<file path="config.mk">
export PLATFORM = sky130hd
export DESIGN_NAME = cal_mode_config
export DESIGN_NICKNAME = d
export VERILOG_FILES = /design/src/design/cal_mode_pkg.sv /design/src/design/cal_edge_sync.sv /design/src/design/cal_mode_config.sv
export SDC_FILE = /design/constraint.sdc
export NUM_CORES = 1
export LEC_CHECK = 0
export BUFFER_PORTS_ARGS = -buffer_cell sky130_fd_sc_hd__buf_4
export CORE_AREA = 2 2 68 70
export CTS_BUF_LIST = sky130_fd_sc_hd__clkbuf_8
export DETAILED_ROUTE_END_ITERATION = 10
export DIE_AREA = 0 0 70 72
export SYNTH_ARGS = -nofsm -noshare
export SYNTH_HDL_FRONTEND = slang
export SYNTH_SLANG_ARGS = --single-unit
</file>
<file path="constraint.sdc">
create_clock -name ref_clk_in -period 4.5 [get_ports ref_clk_in]
set_input_delay 0.225 -clock ref_clk_in [delete_from_list [all_inputs] [get_ports ref_clk_in]]
set_output_delay 0.225 -clock ref_clk_in [all_outputs]
set_load 0.01 [all_outputs]
</file>
<file path="src/design/cal_mode_pkg.sv">
// constants for the calibration mode configuration block
package cal_mode_pkg;
  localparam int unsigned   ADDR_W          = 8;
  localparam int unsigned   DATA_W          = 8;
  localparam logic [7:0]    CAL_MODE_ADDR   = 8'h62;
  localparam logic [7:0]    CAL_MODE_RESET  = 8'h01;
  localparam logic [7:0]    CAL_MODE_WMASK  = 8'h0f;
  localparam int unsigned   BIT_FG_RUN      = 0;
  localparam int unsigned   BIT_BG_ON       = 1;
  localparam int unsigned   BIT_FG_OS       = 2;
  localparam int unsigned   BIT_BG_OS       = 3;
  localparam logic [7:0]    READ_IDLE       = 8'h00;
  localparam int unsigned   CLEAR_CYCLES_D  = 4;
  localparam int unsigned   FG_CYCLES_D     = 16;
endpackage

</file>
<file path="src/design/cal_edge_sync.sv">
// two-flop synchroniser with rising edge detect
`timescale 1ns/100ps
module cal_edge_sync
(
  input  wire logic ref_clk_in,
  input  wire logic arst_n_in,
  input  wire logic level_in,
  output logic      level_out,
  output logic      rise_out
);
  logic meta;
  logic sync;
  logic sync_d;

  // the first flop feeds only the second
  always_ff @(posedge ref_clk_in or negedge arst_n_in)
  begin
    if (!arst_n_in)
    begin
      meta   <= 1'b0;
      sync   <= 1'b0;
      sync_d <= 1'b0;
    end
    else
    begin
      meta   <= level_in;
      sync   <= meta;
      sync_d <= sync;
    end
  end

  assign level_out = sync;
  assign rise_out  = sync & ~sync_d;
endmodule // cal_edge_sync

</file>
<file path="src/design/cal_mode_config.sv">
// calibration mode configuration register and calibration sequencer
`timescale 1ns/100ps
module cal_mode_config
  import cal_mode_pkg::*;
#(
  parameter int unsigned CLEAR_CYCLES = CLEAR_CYCLES_D,
  parameter int unsigned FG_CYCLES    = FG_CYCLES_D
)
(
  input  wire logic              ref_clk_in,
  input  wire logic              arst_n_in,
  input  wire logic              reg_wr_in,
  input  wire logic              reg_rd_in,
  input  wire logic [ADDR_W-1:0] reg_addr_in,
  input  wire logic [DATA_W-1:0] reg_wdata_in,
  output logic      [DATA_W-1:0] reg_rdata_out,
  input  wire logic              cal_enable_in,
  output logic                   trim_clear_out,
  output logic                   foreground_trim_run,
  output logic                   fg_offset_trim_on,
  output logic                   background_trim_on,
  output logic                   bg_offset_trim_on,
  output logic                   fg_done_out
);
  initial
  begin
    if (CLEAR_CYCLES < 1 || FG_CYCLES < 1 || CLEAR_CYCLES > 4096 || FG_CYCLES > 4096)
      $error("cycle counts out of range");
  end

  typedef enum logic [3:0] {
    ST_HOLD  = 4'b0001,
    ST_CLEAR = 4'b0010,
    ST_FG    = 4'b0100,
    ST_RUN   = 4'b1000
  } cal_state_e;

  // --------------------------------------------------------------
  // register file
  // --------------------------------------------------------------
  logic [DATA_W-1:0] calibration_mode_config;
  logic [DATA_W-1:0] active_mode;
  logic              en_level;
  logic              en_rise;
  cal_state_e        state;
  cal_state_e        next_state;
  logic [12:0]       count;

  function automatic logic hit(input logic [ADDR_W-1:0] a);
    return a == CAL_MODE_ADDR;
  endfunction

  // reserved bits are not stored so they always read zero
  always_ff @(posedge ref_clk_in or negedge arst_n_in)
  begin
    if (!arst_n_in)
      calibration_mode_config <= CAL_MODE_RESET;
    else if (reg_wr_in && hit(reg_addr_in))
      calibration_mode_config <= reg_wdata_in & CAL_MODE_WMASK;
  end

  always_ff @(posedge ref_clk_in or negedge arst_n_in)
  begin
    if (!arst_n_in)
      reg_rdata_out <= READ_IDLE;
    else if (reg_rd_in && hit(reg_addr_in))
      reg_rdata_out <= calibration_mode_config;
    else
      reg_rdata_out <= READ_IDLE;
  end

  // --------------------------------------------------------------
  // master enable and mode capture
  // --------------------------------------------------------------
  cal_edge_sync u_en_sync
  (
    .ref_clk_in (ref_clk_in),
    .arst_n_in  (arst_n_in),
    .level_in   (cal_enable_in),
    .level_out  (en_level),
    .rise_out   (en_rise)
  );

  // changes while enabled wait for the next enable rise
  always_ff @(posedge ref_clk_in or negedge arst_n_in)
  begin
    if (!arst_n_in)
      active_mode <= CAL_MODE_RESET;
    else if (en_rise)
      active_mode <= calibration_mode_config;
  end

  // --------------------------------------------------------------
  // sequencer
  // --------------------------------------------------------------
  always_comb
  begin
    next_state = state;
    case (state)
      ST_HOLD:  if (en_rise) next_state = ST_CLEAR;
      ST_CLEAR: if (count == 13'(CLEAR_CYCLES - 1))
                  next_state = active_mode[BIT_FG_RUN] ? ST_FG : ST_RUN;
      ST_FG:    if (count == 13'(FG_CYCLES - 1)) next_state = ST_RUN;
      ST_RUN:   next_state = ST_RUN;
      default:  next_state = ST_HOLD;
    endcase
    if (!en_level)
      next_state = ST_HOLD;
  end

  always_ff @(posedge ref_clk_in or negedge arst_n_in)
  begin
    if (!arst_n_in)
      state <= ST_HOLD;
    else
      state <= next_state;
  end

  always_ff @(posedge ref_clk_in or negedge arst_n_in)
  begin
    if (!arst_n_in)
      count <= '0;
    else if (next_state != state)
      count <= '0;
    else
      count <= count + 13'd1;
  end

  always_ff @(posedge ref_clk_in or negedge arst_n_in)
  begin
    if (!arst_n_in)
      fg_done_out <= 1'b0;
    else if (state == ST_HOLD || state == ST_CLEAR)
      fg_done_out <= 1'b0;
    else if (state == ST_FG && next_state == ST_RUN)
      fg_done_out <= 1'b1;
  end

  // --------------------------------------------------------------
  // routine enables
  // --------------------------------------------------------------
  always_ff @(posedge ref_clk_in or negedge arst_n_in)
  begin
    if (!arst_n_in)
    begin
      trim_clear_out      <= 1'b0;
      foreground_trim_run <= 1'b0;
      fg_offset_trim_on   <= 1'b0;
      background_trim_on  <= 1'b0;
      bg_offset_trim_on   <= 1'b0;
    end
    else
    begin
      trim_clear_out      <= next_state == ST_CLEAR;
      foreground_trim_run <= next_state == ST_FG;
      // offset trims are gated by their parent routines
      fg_offset_trim_on   <= next_state == ST_FG && active_mode[BIT_FG_OS];
      background_trim_on  <= next_state == ST_RUN && active_mode[BIT_BG_ON];
      bg_offset_trim_on   <= next_state == ST_RUN && active_mode[BIT_BG_ON]
                             && active_mode[BIT_BG_OS];
    end
  end

  // --------------------------------------------------------------
  // checks
  // --------------------------------------------------------------
  reserved_zero_a: assert property (@(posedge ref_clk_in) disable iff (!arst_n_in)
    calibration_mode_config[7:4] == 4'h0) else $error("reserved bits stored");
  bgos_parent_a: assert property (@(posedge ref_clk_in) disable iff (!arst_n_in)
    bg_offset_trim_on |-> background_trim_on) else $error("bg offset without bg");
  fgos_parent_a: assert property (@(posedge ref_clk_in) disable iff (!arst_n_in)
    fg_offset_trim_on |-> foreground_trim_run) else $error("fg offset without fg");
  hold_idle_a: assert property (@(posedge ref_clk_in) disable iff (!arst_n_in)
    !en_level |=> !trim_clear_out && !foreground_trim_run && !background_trim_on)
    else $error("calibration active while held");
  clear_first_a: assert property (@(posedge ref_clk_in) disable iff (!arst_n_in)
    $rose(foreground_trim_run) |-> $past(trim_clear_out)) else $error("fg without clear");
  skip_fg_a: assert property (@(posedge ref_clk_in) disable iff (!arst_n_in)
    foreground_trim_run |-> active_mode[BIT_FG_RUN]) else $error("fg pass not skipped");
  bg_sel_a: assert property (@(posedge ref_clk_in) disable iff (!arst_n_in)
    background_trim_on |-> active_mode[BIT_BG_ON]) else $error("bg without select");
  capture_a: assert property (@(posedge ref_clk_in) disable iff (!arst_n_in)
    en_rise |=> active_mode == $past(calibration_mode_config)) else $error("mode not sampled");
  write_a: assert property (@(posedge ref_clk_in) disable iff (!arst_n_in)
    reg_wr_in && reg_addr_in == CAL_MODE_ADDR |=> calibration_mode_config[3:0]
    == $past(reg_wdata_in[3:0])) else $error("write lost");

  // --------------------------------------------------------------
  // read path and sequence timing checks
  // --------------------------------------------------------------
  // unmapped reads must not leak the mode byte
  read_other_a: assert property (@(posedge ref_clk_in) disable iff (!arst_n_in)
    reg_rd_in && reg_addr_in != CAL_MODE_ADDR |=> reg_rdata_out == READ_IDLE)
    else $error("unmapped read not zero");
  read_back_a: assert property (@(posedge ref_clk_in) disable iff (!arst_n_in)
    reg_rd_in && reg_addr_in == CAL_MODE_ADDR |=> reg_rdata_out == $past(calibration_mode_config))
    else $error("read data wrong");
  clear_start_a: assert property (@(posedge ref_clk_in) disable iff (!arst_n_in)
    en_rise |=> trim_clear_out)
    else $error("clear not started");
  done_after_fg_a: assert property (@(posedge ref_clk_in) disable iff (!arst_n_in)
    $rose(fg_done_out) |-> $past(foreground_trim_run))
    else $error("done without fg pass");
  // a runaway counter would stretch the clear or the pass without limit
  clear_count_a: assert property (@(posedge ref_clk_in) disable iff (!arst_n_in)
    state == ST_CLEAR |-> count < 13'(CLEAR_CYCLES))
    else $error("clear too long");
  fg_count_a: assert property (@(posedge ref_clk_in) disable iff (!arst_n_in)
    state == ST_FG |-> count < 13'(FG_CYCLES))
    else $error("fg pass too long");
  run_hold_a: assert property (@(posedge ref_clk_in) disable iff (!arst_n_in)
    !en_level |=> state == ST_HOLD)
    else $error("sequencer not held");
endmodule // cal_mode_config

</file>
==> results of run 1 <==
[cell usage after synthesis (all sizes together)]
| cell | instances | area (um^2) |
|---|---|---|
| a211oi | 3 | 27.52 |
| a21oi | 5 | 25.02 |
| a32oi | 1 | 8.760 |
| and2 | 1 | 6.260 |
| and4 | 2 | 18.77 |
| and4b | 1 | 10.01 |
| buf | 6 | 61.31 |
| clkbuf | 5 | 20.01 |
| conb | 1 | 3.750 |
| dfrtp | 35 | 875.8 |
| dfstp | 3 | 78.83 |
| ha | 1 | 12.51 |
| inv | 8 | 30.03 |
| mux2 | 4 | 45.04 |
| nand2 | 13 | 48.80 |
| nand2b | 4 | 25.02 |
| nand3 | 6 | 30.03 |
| nand4 | 3 | 18.77 |
| nor2 | 8 | 30.03 |
| nor2b | 2 | 12.51 |
| nor3 | 17 | 135.1 |
| nor3b | 1 | 7.510 |
| nor4 | 3 | 40.04 |
| nor4b | 2 | 23.77 |
| nor4bb | 1 | 10.01 |
| o21ai | 8 | 40.03 |
| o22a | 1 | 8.760 |
| o22ai | 1 | 6.260 |
| o311a | 1 | 11.26 |
| o31ai | 1 | 7.510 |
| o32a | 1 | 11.26 |
| or2 | 2 | 12.51 |
| or3 | 1 | 7.510 |
| or3b | 1 | 8.760 |
| or4 | 1 | 11.26 |
| or4b | 2 | 20.02 |
| xnor2 | 7 | 61.31 |
| xor2 | 6 | 52.55 |
[flip-flops by register name, indices dropped and copies added, names as in the netlist, 4 cells and up]
name	cells
active_mode	4
reg_rdata_out	4
state	4
calibration_mode_config	4
count	13
[per-stage QoR]
step                utilization, %  cell area (um^2)
floorplan                        -              1876
detailed placement           48.18              2054
finish                       50.65              2160
global placement             48.18              2054
global route                 50.65              2160
CTS                          50.65              2160
[kinds of logic (layout without fill, tap and decap cells)]
logic type / Yosys count / count (layout) / synth area share [%]
XOR/XNOR: 13 / 13 / 6.107
AND/OR/NAND/NOR: 71 / 71 / 25.57
AO/OA/AOI/OAI: 22 / 22 / 7.852
adder cells (fa/ha/maj): 1 / 1 / 0.6710
buffers and inverters: 19 / 43 / 5.973
other: 1 / 4 / 0.2011
flip-flops: 38 / 38 / 51.21
multiplexers: 4 / 4 / 2.416
[final cells by class]
type                            count  area (um^2)
Inverter                            8        30.03
Tap cell                           52        65.06
Fill cell                         414         2105
Clock inverter                      2        12.51
Timing Repair Buffer               27        205.2
Clock buffer                        6        82.58
Sequential cell                    38        954.7
Multi-Input combinational cell    115        809.5
[metal layers]
layer | vias to the layer above | global-route usage (%) | wire [um]
met5 | - | 0 | 0
met2 | 35 | 23.81 | 1515
met1 | 623 | 16.89 | 1438
met4 | 0 | 5.769 | 58
li1 | 634 | - | -
met3 | 7 | 4.861 | 201
[worst min-delay path by stage]
| stage | startpoint | to | slack, ns | depth (start not counted) |
|---|---|---|---|---|
| 6_report | cal_enable_in | u_en_sync.meta | 0.04 | 1 |
| 5_1_grt | cal_enable_in | u_en_sync.meta | 0.03 | 1 |
| 4_1_cts | cal_enable_in | u_en_sync.meta | 0.03 | 1 |
| 3_5_place_dp | arst_n_in | u_en_sync.sync_d | 0.22 | 1 |
| 3_3_place_gp | arst_n_in | u_en_sync.sync_d | 0.20 | 1 |
| 2_1_floorplan | arst_n_in | active_mode[1] | -0.07 | 0 |
[worst max-delay path: stages (launching register included)]
cell     delay, ns
dfrtp_1       0.39
ha_1          0.24
or3b_2        0.49
nor4_4        0.30
o32a_2        0.45
nor3_1        0.10
[power by group]
| part | leakage (nW) | internal, mW | total, mW | switching, mW |
|---|---|---|---|---|
| Clock | 0.0472 | 0.123 | 0.239 | 0.116 |
| Combinational | 0.380 | 0.0279 | 0.0620 | 0.0341 |
| Sequential | 0.509 | 0.355 | 0.367 | 0.0116 |
| Total | 0.937 | 0.506 | 0.667 | 0.161 |
[timing repair]
action / in CTS / in global routing
endpoints found under the hold margin: 35 / 0
buffers inserted: 0 / 0
resized for setup: 0 / 0
hold buffers: 1 / 0
==> results.md, run 1 <==
* Status: completed
* Initial drt markers at 53
* Worst-case clock buffer depth at 2
* DRC at 0
* Most frequent cells in the layout: dfrtp_1 (35), buf_4 (26), nand2_1 (13)
* Worst reg2reg endpoint: count[11]
* Startpoint types: flip-flop
* Post-DP HPWL at 2.321 mm
* Fin Setup TNS at 0 ns
* Mapped cell area at 1864 um^2
* CP Launch Point: count[0]
* Via-per-instance ratio at 5.238
* Slew HR at 56.16%
* RSZ-0062 raised after global routing: false
* Number of buffers added on ports at 26
* Worst R2R Start: count[0]
* Hold Path Class: in2reg
* Routed Antenna Nets at 0
* Critical Path End Type: flip-flop
* Clock Latency Late Sink at 0.28 ns
* Worst vdd ir at 0.1370 mV
* Placed Cells at 239
* Total CTS buffers at 5
* DIE WIDTH at 70 um
* Htree depth at 2
* Worst clock skew at 0.002583 ns
* Slew Limit Fails at 0
* Layout Cells excl Fill at 248
* Clock root buffer master: clkbuf_8
* Power, Total at 0.6674 mW
* Setup WS post-layout at 2.391 ns
* FF-to-FF path depth at 5
* Clock transition at path regs at 0.07 ns
* Actual slew at the worst max-slew pin at 0.6532 ns
* Final setup violating endpoints at 0
* Max-cap viol count at 0
* Via count at 1299
* Post-synthesis sequential area ratio at 51.21%
* Worst EP arrival at 2.26 ns
* Req. time, crit path at 4.65 ns
* Area Growth Syn to Fin at 15.84%
* Sink Count at 38
* Largest net degree at the start of global routing at 39
* Gr usage total at 14.20%
* First-pass GRT wire length at 5.644 mm
* Global placer's final weighted congestion at 0.8248
* Crit path capture: count[11]
* Fin Hold WS at 0.04328 ns
* Yosys Warn Count at 0
* Core ar. at 4264 um^2
* Worst Setup Slack post-DPL at 2.402 ns
* Chip height at 72 um
* Initial cell density of the core at 43.72%
* Most common cell after layout, fill and taps aside: dfrtp_1
* Crit Path Class: reg2reg
* Final Hold Viols at 0
* Post-route minimum period at 2.109 ns
* Gr ovfl total at 0
* Pre-antenna DRT Iters at 4
* Vias in the first global route at 1243
* Io pins at 35
* Die Area at 5040 um^2
* Mean Syn Cell Area at 11.03 um^2
* Nets@finish at 217
* Layout cells sized above 1 at 32.65%
* Yosys reg bits at 38
* Fin crit share at 46.86%
* Power density cells at 309.0 nW/um^2
* Cells after synthesis at 169
* Core Rows at 24
* Leak at 0.9367 nW
* Fmax at 0.4742 GHz
* Synth cell types at 49
* Total wire length at 3.213 mm
* Register-to-Register Setup Slack at 2.39 ns
* Routed WL per cell at 12.96 um
* N_diodes at 0
* CTS tree: built
* Crit path max fanout at 13
* Initial antenna violation count at 0
Note: power is estimated with default switching activity, not from simulation.
==> run 2, diff against run 1 <==
--- a/config.mk
+++ b/config.mk
@@ -10,6 +10,7 @@
 export CTS_BUF_LIST = sky130_fd_sc_hd__clkbuf_8
 export DETAILED_ROUTE_END_ITERATION = 10
 export DIE_AREA = 0 0 70 72
+export PLACE_DENSITY = 0.67
 export SYNTH_ARGS = -nofsm -noshare
 export SYNTH_HDL_FRONTEND = slang
 export SYNTH_SLANG_ARGS = --single-unit
==> constraint.sdc (replaced) <==
create_clock -name ref_clk_in -period 1.9 [get_ports ref_clk_in]
set_input_delay 0.095 -clock ref_clk_in [delete_from_list [all_inputs] [get_ports ref_clk_in]]
set_output_delay 0.095 -clock ref_clk_in [all_outputs]
set_load 0.01 [all_outputs]
==> run 2 against run 1 <==
  * Non-clock buffer count increased by 19
  * Global-route usage increased by 2.6 points
  * Combinational power increased to 3.1 times the previous value
  * Wire length increased by 18%
==> results.md, run 2 (synthesized netlist as in run 1, its figures left out) <==
* Post-DP HPWL at 2.735 mm
* Fmax at 0.5380 GHz
* Final core utilization at 56.31%
* Pre-antenna DRT Iters at 4
* Crit Path Class: reg2reg
* Clock transition at path regs at 0.08 ns
* First-pass GRT wire length at 6.672 mm
* Setup WS post-layout at 0.04133 ns
* Hold depth at 2
* Routed Antenna Nets at 0
* RSZ-0062 raised after global routing: false
* Gr usage total at 16.82%
* Actual slew at the worst max-slew pin at 0.6657 ns
* Power density cells at 785.3 nW/um^2
* Switching pwr at 0.4228 mW
* Die Area at 5040 um^2
* Vias in the first global route at 1505
* Routed WL per cell at 14.23 um
* Register-to-Register Setup Slack at 0.04 ns
* Number of buffers added on ports at 26
* Combinational fraction of design power at 10.1%
* Clock Latency Late Sink at 0.30 ns
* Hold Path Class: in2reg
* Sw Ratio at 22.42%
* Layout cells sized above 1 at 39.53%
* Req. time, crit path at 2.08 ns
* Placed inst area at 2200 um^2
* Worst R2R Start: count[4]
* Worst vdd ir at 0.4571 mV
* Global placer's final weighted congestion at 0.8779
* Worst EP arrival at 2.04 ns
* Hold Path End: calibration_mode_config[3]
* Io pins at 35
* Critical Path End Type: flip-flop
* Most frequent cells in the layout: buf_4 (42), dfrtp_1 (35), nand2_1 (13)
* Worst reg2reg endpoint: count[1]
* CTS tree: built
* Largest net degree at the start of global routing at 39
* Post-route minimum period at 1.859 ns
* Core ar. at 4264 um^2
* HP Start: reg_wdata_in[3]
* Max-cap viol count at 0
* Final setup violating endpoints at 0
* Chip height at 72 um
* Most common cell after layout, fill and taps aside: buf_4
* Clk pwr share at 44.0%
* Worst-case clock buffer depth at 2
* Core Rows at 24
* Initial cell density of the core at 43.72%
* Via-per-instance ratio at 5.296
* Gr ovfl total at 0
* Clock root buffer master: clkbuf_8
* N_diodes at 0
* DRC at 0
* Leak at 1.063 nW
* Sink Count at 38
* Initial drt markers at 53
* Worst clock skew at 0.01321 ns
* Final Hold Viols at 0
* Max reg flops at 13
* Total wire length at 3.799 mm
* Nets@finish at 236
* Power Internal at 1.463 mW
* Most flops, register: count
* Sequential group share of total power at 45.9%
* Status: completed
* Post-route cell area at 2401 um^2
* Area Growth Syn to Fin at 28.79%
* Via count at 1414
* Initial antenna violation count at 0
* Slew Limit Fails at 0
* Total CTS buffers at 5
* Startpoint types: flip-flop
* Worst Setup Slack post-DPL at -0.04114 ns
* Crit path max fanout at 13
* Fin crit share at 97.82%
* DIE WIDTH at 70 um
* Htree depth at 2
* FF-to-FF path depth at 6
* Slew HR at 55.33%
==> run 2: area by class of cell <==
| class | count | area (um^2) |
|---|---|---|
| Sequential cell | 38 | 954.7 |
| Multi-Input combinational cell | 115 | 838.3 |
| Inverter | 8 | 30.03 |
| Fill cell | 389 | 1863 |
| Clock inverter | 3 | 68.82 |
| Tap cell | 52 | 65.06 |
| Timing Repair Buffer | 46 | 375.4 |
| Clock buffer | 5 | 68.82 |
==> run 2: worst max-delay path: stages, from the launching register on <==
cell and delay (ns):
dfrtp_1 0.40, or4_4 0.59, nor4_4 0.22, buf_4 0.18, o32a_2 0.16, buf_12 0.14
nor3b_1 0.06
==> run 2: power groups by stage <==
stage | registers [mW] | logic (mW) | clock network (mW)
after global routing | 0.869 | 0.212 | 0.882
after floorplan | 0.872 | 0.107 | 0
after CTS | 0.865 | 0.190 | 0.842
after global placement | 0.877 | 0.169 | 0
after detailed placement | 0.880 | 0.178 | 0
final | 0.865 | 0.191 | 0.830
==> run 2: metrics by stage <==
step	instances	power [mW]	hold slack [ns]	setup TNS [ns]
floorplan	172	0.9796	-0.2006	0
global placement	255	1.046	0.07520	0
detailed placement	255	1.058	0.09203	-0.3200
CTS	266	1.897	0.02943	0
global route	267	1.963	0.02491	0
finish	267	1.886	0.03237	0
==> run 2: worst max-delay path by stage <==
stage	from	endpoint	cells after the start
floorplan	count[5]	count[5]	5
CTS	count[0]	count[1]	6
detailed placement	count[0]	bg_offset_trim_on	5
global placement	count[0]	count[1]	6
finish	count[4]	count[1]	6
global route	count[4]	count[1]	6
==> run 2: what timing repair did <==
item,CTS,global route
hold endpoints to repair,36,0
pin swaps,2,2
setup buffers,1,1
hold buffers,2,0
gates resized for setup,4,3
setup endpoints to repair,16,18
==> run 2: routing by layer <==
layer	routed length, um	track usage [%]	vias up
met5	0	0	-
li1	-	-	675
met1	1524	18.56	701
met3	132	4.167	6
met2	2072	31.32	32
met4	70	6.410	0
==> run 3, diff against run 2 <==
--- a/config.mk
+++ b/config.mk
@@ -8,9 +8,10 @@
 export BUFFER_PORTS_ARGS = -buffer_cell sky130_fd_sc_hd__buf_4
 export CORE_AREA = 2 2 68 70
 export CTS_BUF_LIST = sky130_fd_sc_hd__clkbuf_8
+export CTS_CLUSTER_DIAMETER = 100
 export DETAILED_ROUTE_END_ITERATION = 10
 export DIE_AREA = 0 0 70 72
-export PLACE_DENSITY = 0.67
+export GPL_TIMING_DRIVEN = 0
 export SYNTH_ARGS = -nofsm -noshare
 export SYNTH_HDL_FRONTEND = slang
 export SYNTH_SLANG_ARGS = --single-unit
==> constraint.sdc (replaced) <==
create_clock -name ref_clk_in -period 2.2 [get_ports ref_clk_in]
set_input_delay 0.11 -clock ref_clk_in [delete_from_list [all_inputs] [get_ports ref_clk_in]]
set_output_delay 0.11 -clock ref_clk_in [all_outputs]
set_load 0.01 [all_outputs]
==> run 3 against run 2 <==
  * Final cell count fell by 2.6%
  * Register-to-register slack improved by 0.15 ns
  * Fmax fell by 7.3%
  * Combinational power fell by 24%
  * Clock-buffer cell count rose by 1
  * Worst setup slack improved by 0.15 ns
  * Die area did not move
  * Sequential power fell by 14%
  * Flip-flop and latch count did not move
  * Global-route usage fell by 2.6 points
  * Critical path type unchanged
  * Largest cell class unchanged
==> results.md, run 3 (synthesized netlist as in run 1, its figures left out) <==
* Sink Count at 38
* Via-per-instance ratio at 4.938
* Htree depth at 2
* Post-route minimum period at 2.006 ns
* Vias in the first global route at 1286
* Gr ovfl total at 0
* Initial antenna violation count at 0
* Worst clock skew at 0.009731 ns
* RSZ-0062 raised after global routing: false
* Post-CTS Resized at 0
* Hold Path Class: in2reg
* Req. time, crit path at 2.37 ns
* Worst EP arrival at 2.18 ns
* Most frequent cells in the layout: dfrtp_1 (35), buf_4 (30), nand2_1 (13)
* Routed Antenna Nets at 0
* Largest net degree at the start of global routing at 39
* Most common cell after layout, fill and taps aside: dfrtp_1
* First-pass GRT wire length at 5.664 mm
* Initial cell density of the core at 43.72%
* Postcts setup bufs at 0
* Max-cap viol count at 0
* Actual slew at the worst max-slew pin at 0.6618 ns
* Post-route cell area at 2298 um^2
* Pre-antenna DRT Iters at 4
* Area Growth Syn to Fin at 23.29%
* Initial drt markers at 67
* Fin crit share at 91.17%
* Core ar. at 4264 um^2
* CTS tree: built
* N_diodes at 0
* Final setup violating endpoints at 0
* Status: completed
* Power density cells at 704.2 nW/um^2
* Io pins at 35
* Critical Path End Type: flip-flop
* Startpoint types: flip-flop
* Total CTS buffers at 5
* Worst vdd ir at 0.3848 mV
* Slew HR at 55.59%
* Number of buffers added on ports at 26
* Layout cells sized above 1 at 34.13%
* Global placer's final weighted congestion at 0.7602
* Max reg flops at 13
* Leak at 1.011 nW
* Crit path max fanout at 10
* Routed WL per cell at 12.39 um
* Clock root buffer master: clkbuf_8
* Nets@finish at 229
* Placed inst area at 2136 um^2
* Gr usage total at 14.20%
* Clock transition at path regs at 0.07 ns
* Total wire length at 3.221 mm
* Core Rows at 24
* DRC at 0
* Most flops, register: count
* Register-to-Register Setup Slack at 0.19 ns
* Chip height at 72 um
* Post-DP HPWL at 2.384 mm
* Via count at 1284
* Fmax at 0.4986 GHz
* Final Hold Viols at 0
* Crit Path Class: reg2reg
* Fin Setup TNS at 0 ns
* Die Area at 5040 um^2
* DIE WIDTH at 70 um
* Slew Limit Fails at 0
* Clock Latency Late Sink at 0.29 ns
* Worst-case clock buffer depth at 2
## run 3: cell types whose count changed in the layout (fill, tap and decap cells not counted), sizes merged
cell / change
clkbuf: +6
clkinv: -1
buf: -12
## run 3: metrics by stage
step                hold slack, ns  total power [mW]  std cells  util, %  setup WS [ns]
detailed placement          0.1007            0.9032        250    50.09         0.1884
global placement           0.09236            0.8985        250    50.09         0.1971
floorplan                  -0.1856            0.8460        172        -         0.3854
global route               0.04292             1.698        260    53.90        0.06836
CTS                        0.05187             1.640        260    53.90         0.1713
finish                     0.05804             1.618        260    53.90         0.1942
## run 3: final timing paths
kind,from,to,cells after the start
max in group asynchronous,arst_n_in,state[0],2
min in group asynchronous,arst_n_in,u_en_sync.sync_d,2
setup reg to reg,count[0],count[9],6
hold reg to reg,u_en_sync.meta,u_en_sync.level_out,0
hold / removal,reg_wdata_in[3],calibration_mode_config[3],2
setup / recovery,count[0],count[9],6
## run 3: final cells by class
class / count / area [um^2]
clock inverters: 2 / 60.06
plain buffers: 11 / 81.33
inverters: 8 / 30.03
flip-flops and latches: 38 / 954.7
well taps: 52 / 65.06
clock buffers: 6 / 82.58
multi-input cells: 115 / 809.5
repair buffers: 28 / 215.2
fillers: 396 / 1966
## run 3: power by group
part	internal (mW)	total, mW	switching (mW)	leakage (nW)
registers	0.726	0.745	0.0189	0.509
clock network	0.484	0.729	0.245	0.0714
logic	0.0687	0.145	0.0766	0.430
## run 3: repair_timing
item,CTS,global route
hold buffers,2,0
setup endpoints to repair,0,0
endpoints found under the hold margin,36,0
## run 3: worst max-delay path: stages, from the launching register on
cell and delay, ns:
dfrtp_1 0.39, ha_1 0.25, or3b_2 0.49, nor4_4 0.28
o32a_2 0.25, buf_6 0.17, nor3_2 0.06
## run 3: routing by layer
| metal | GRT usage (%) | part of all wire, % | wire length, um | vias to the layer above |
|---|---|---|---|---|
| met1 | 18.16 | 46 | 1479 | 594 |
| met4 | 4.487 | 1.1 | 35 | 0 |
| met5 | 0 | 0 | 0 | - |
| met3 | 3.889 | 4.9 | 157 | 5 |
| li1 | - | - | - | 657 |
| met2 | 23.70 | 48 | 1548 | 28 |
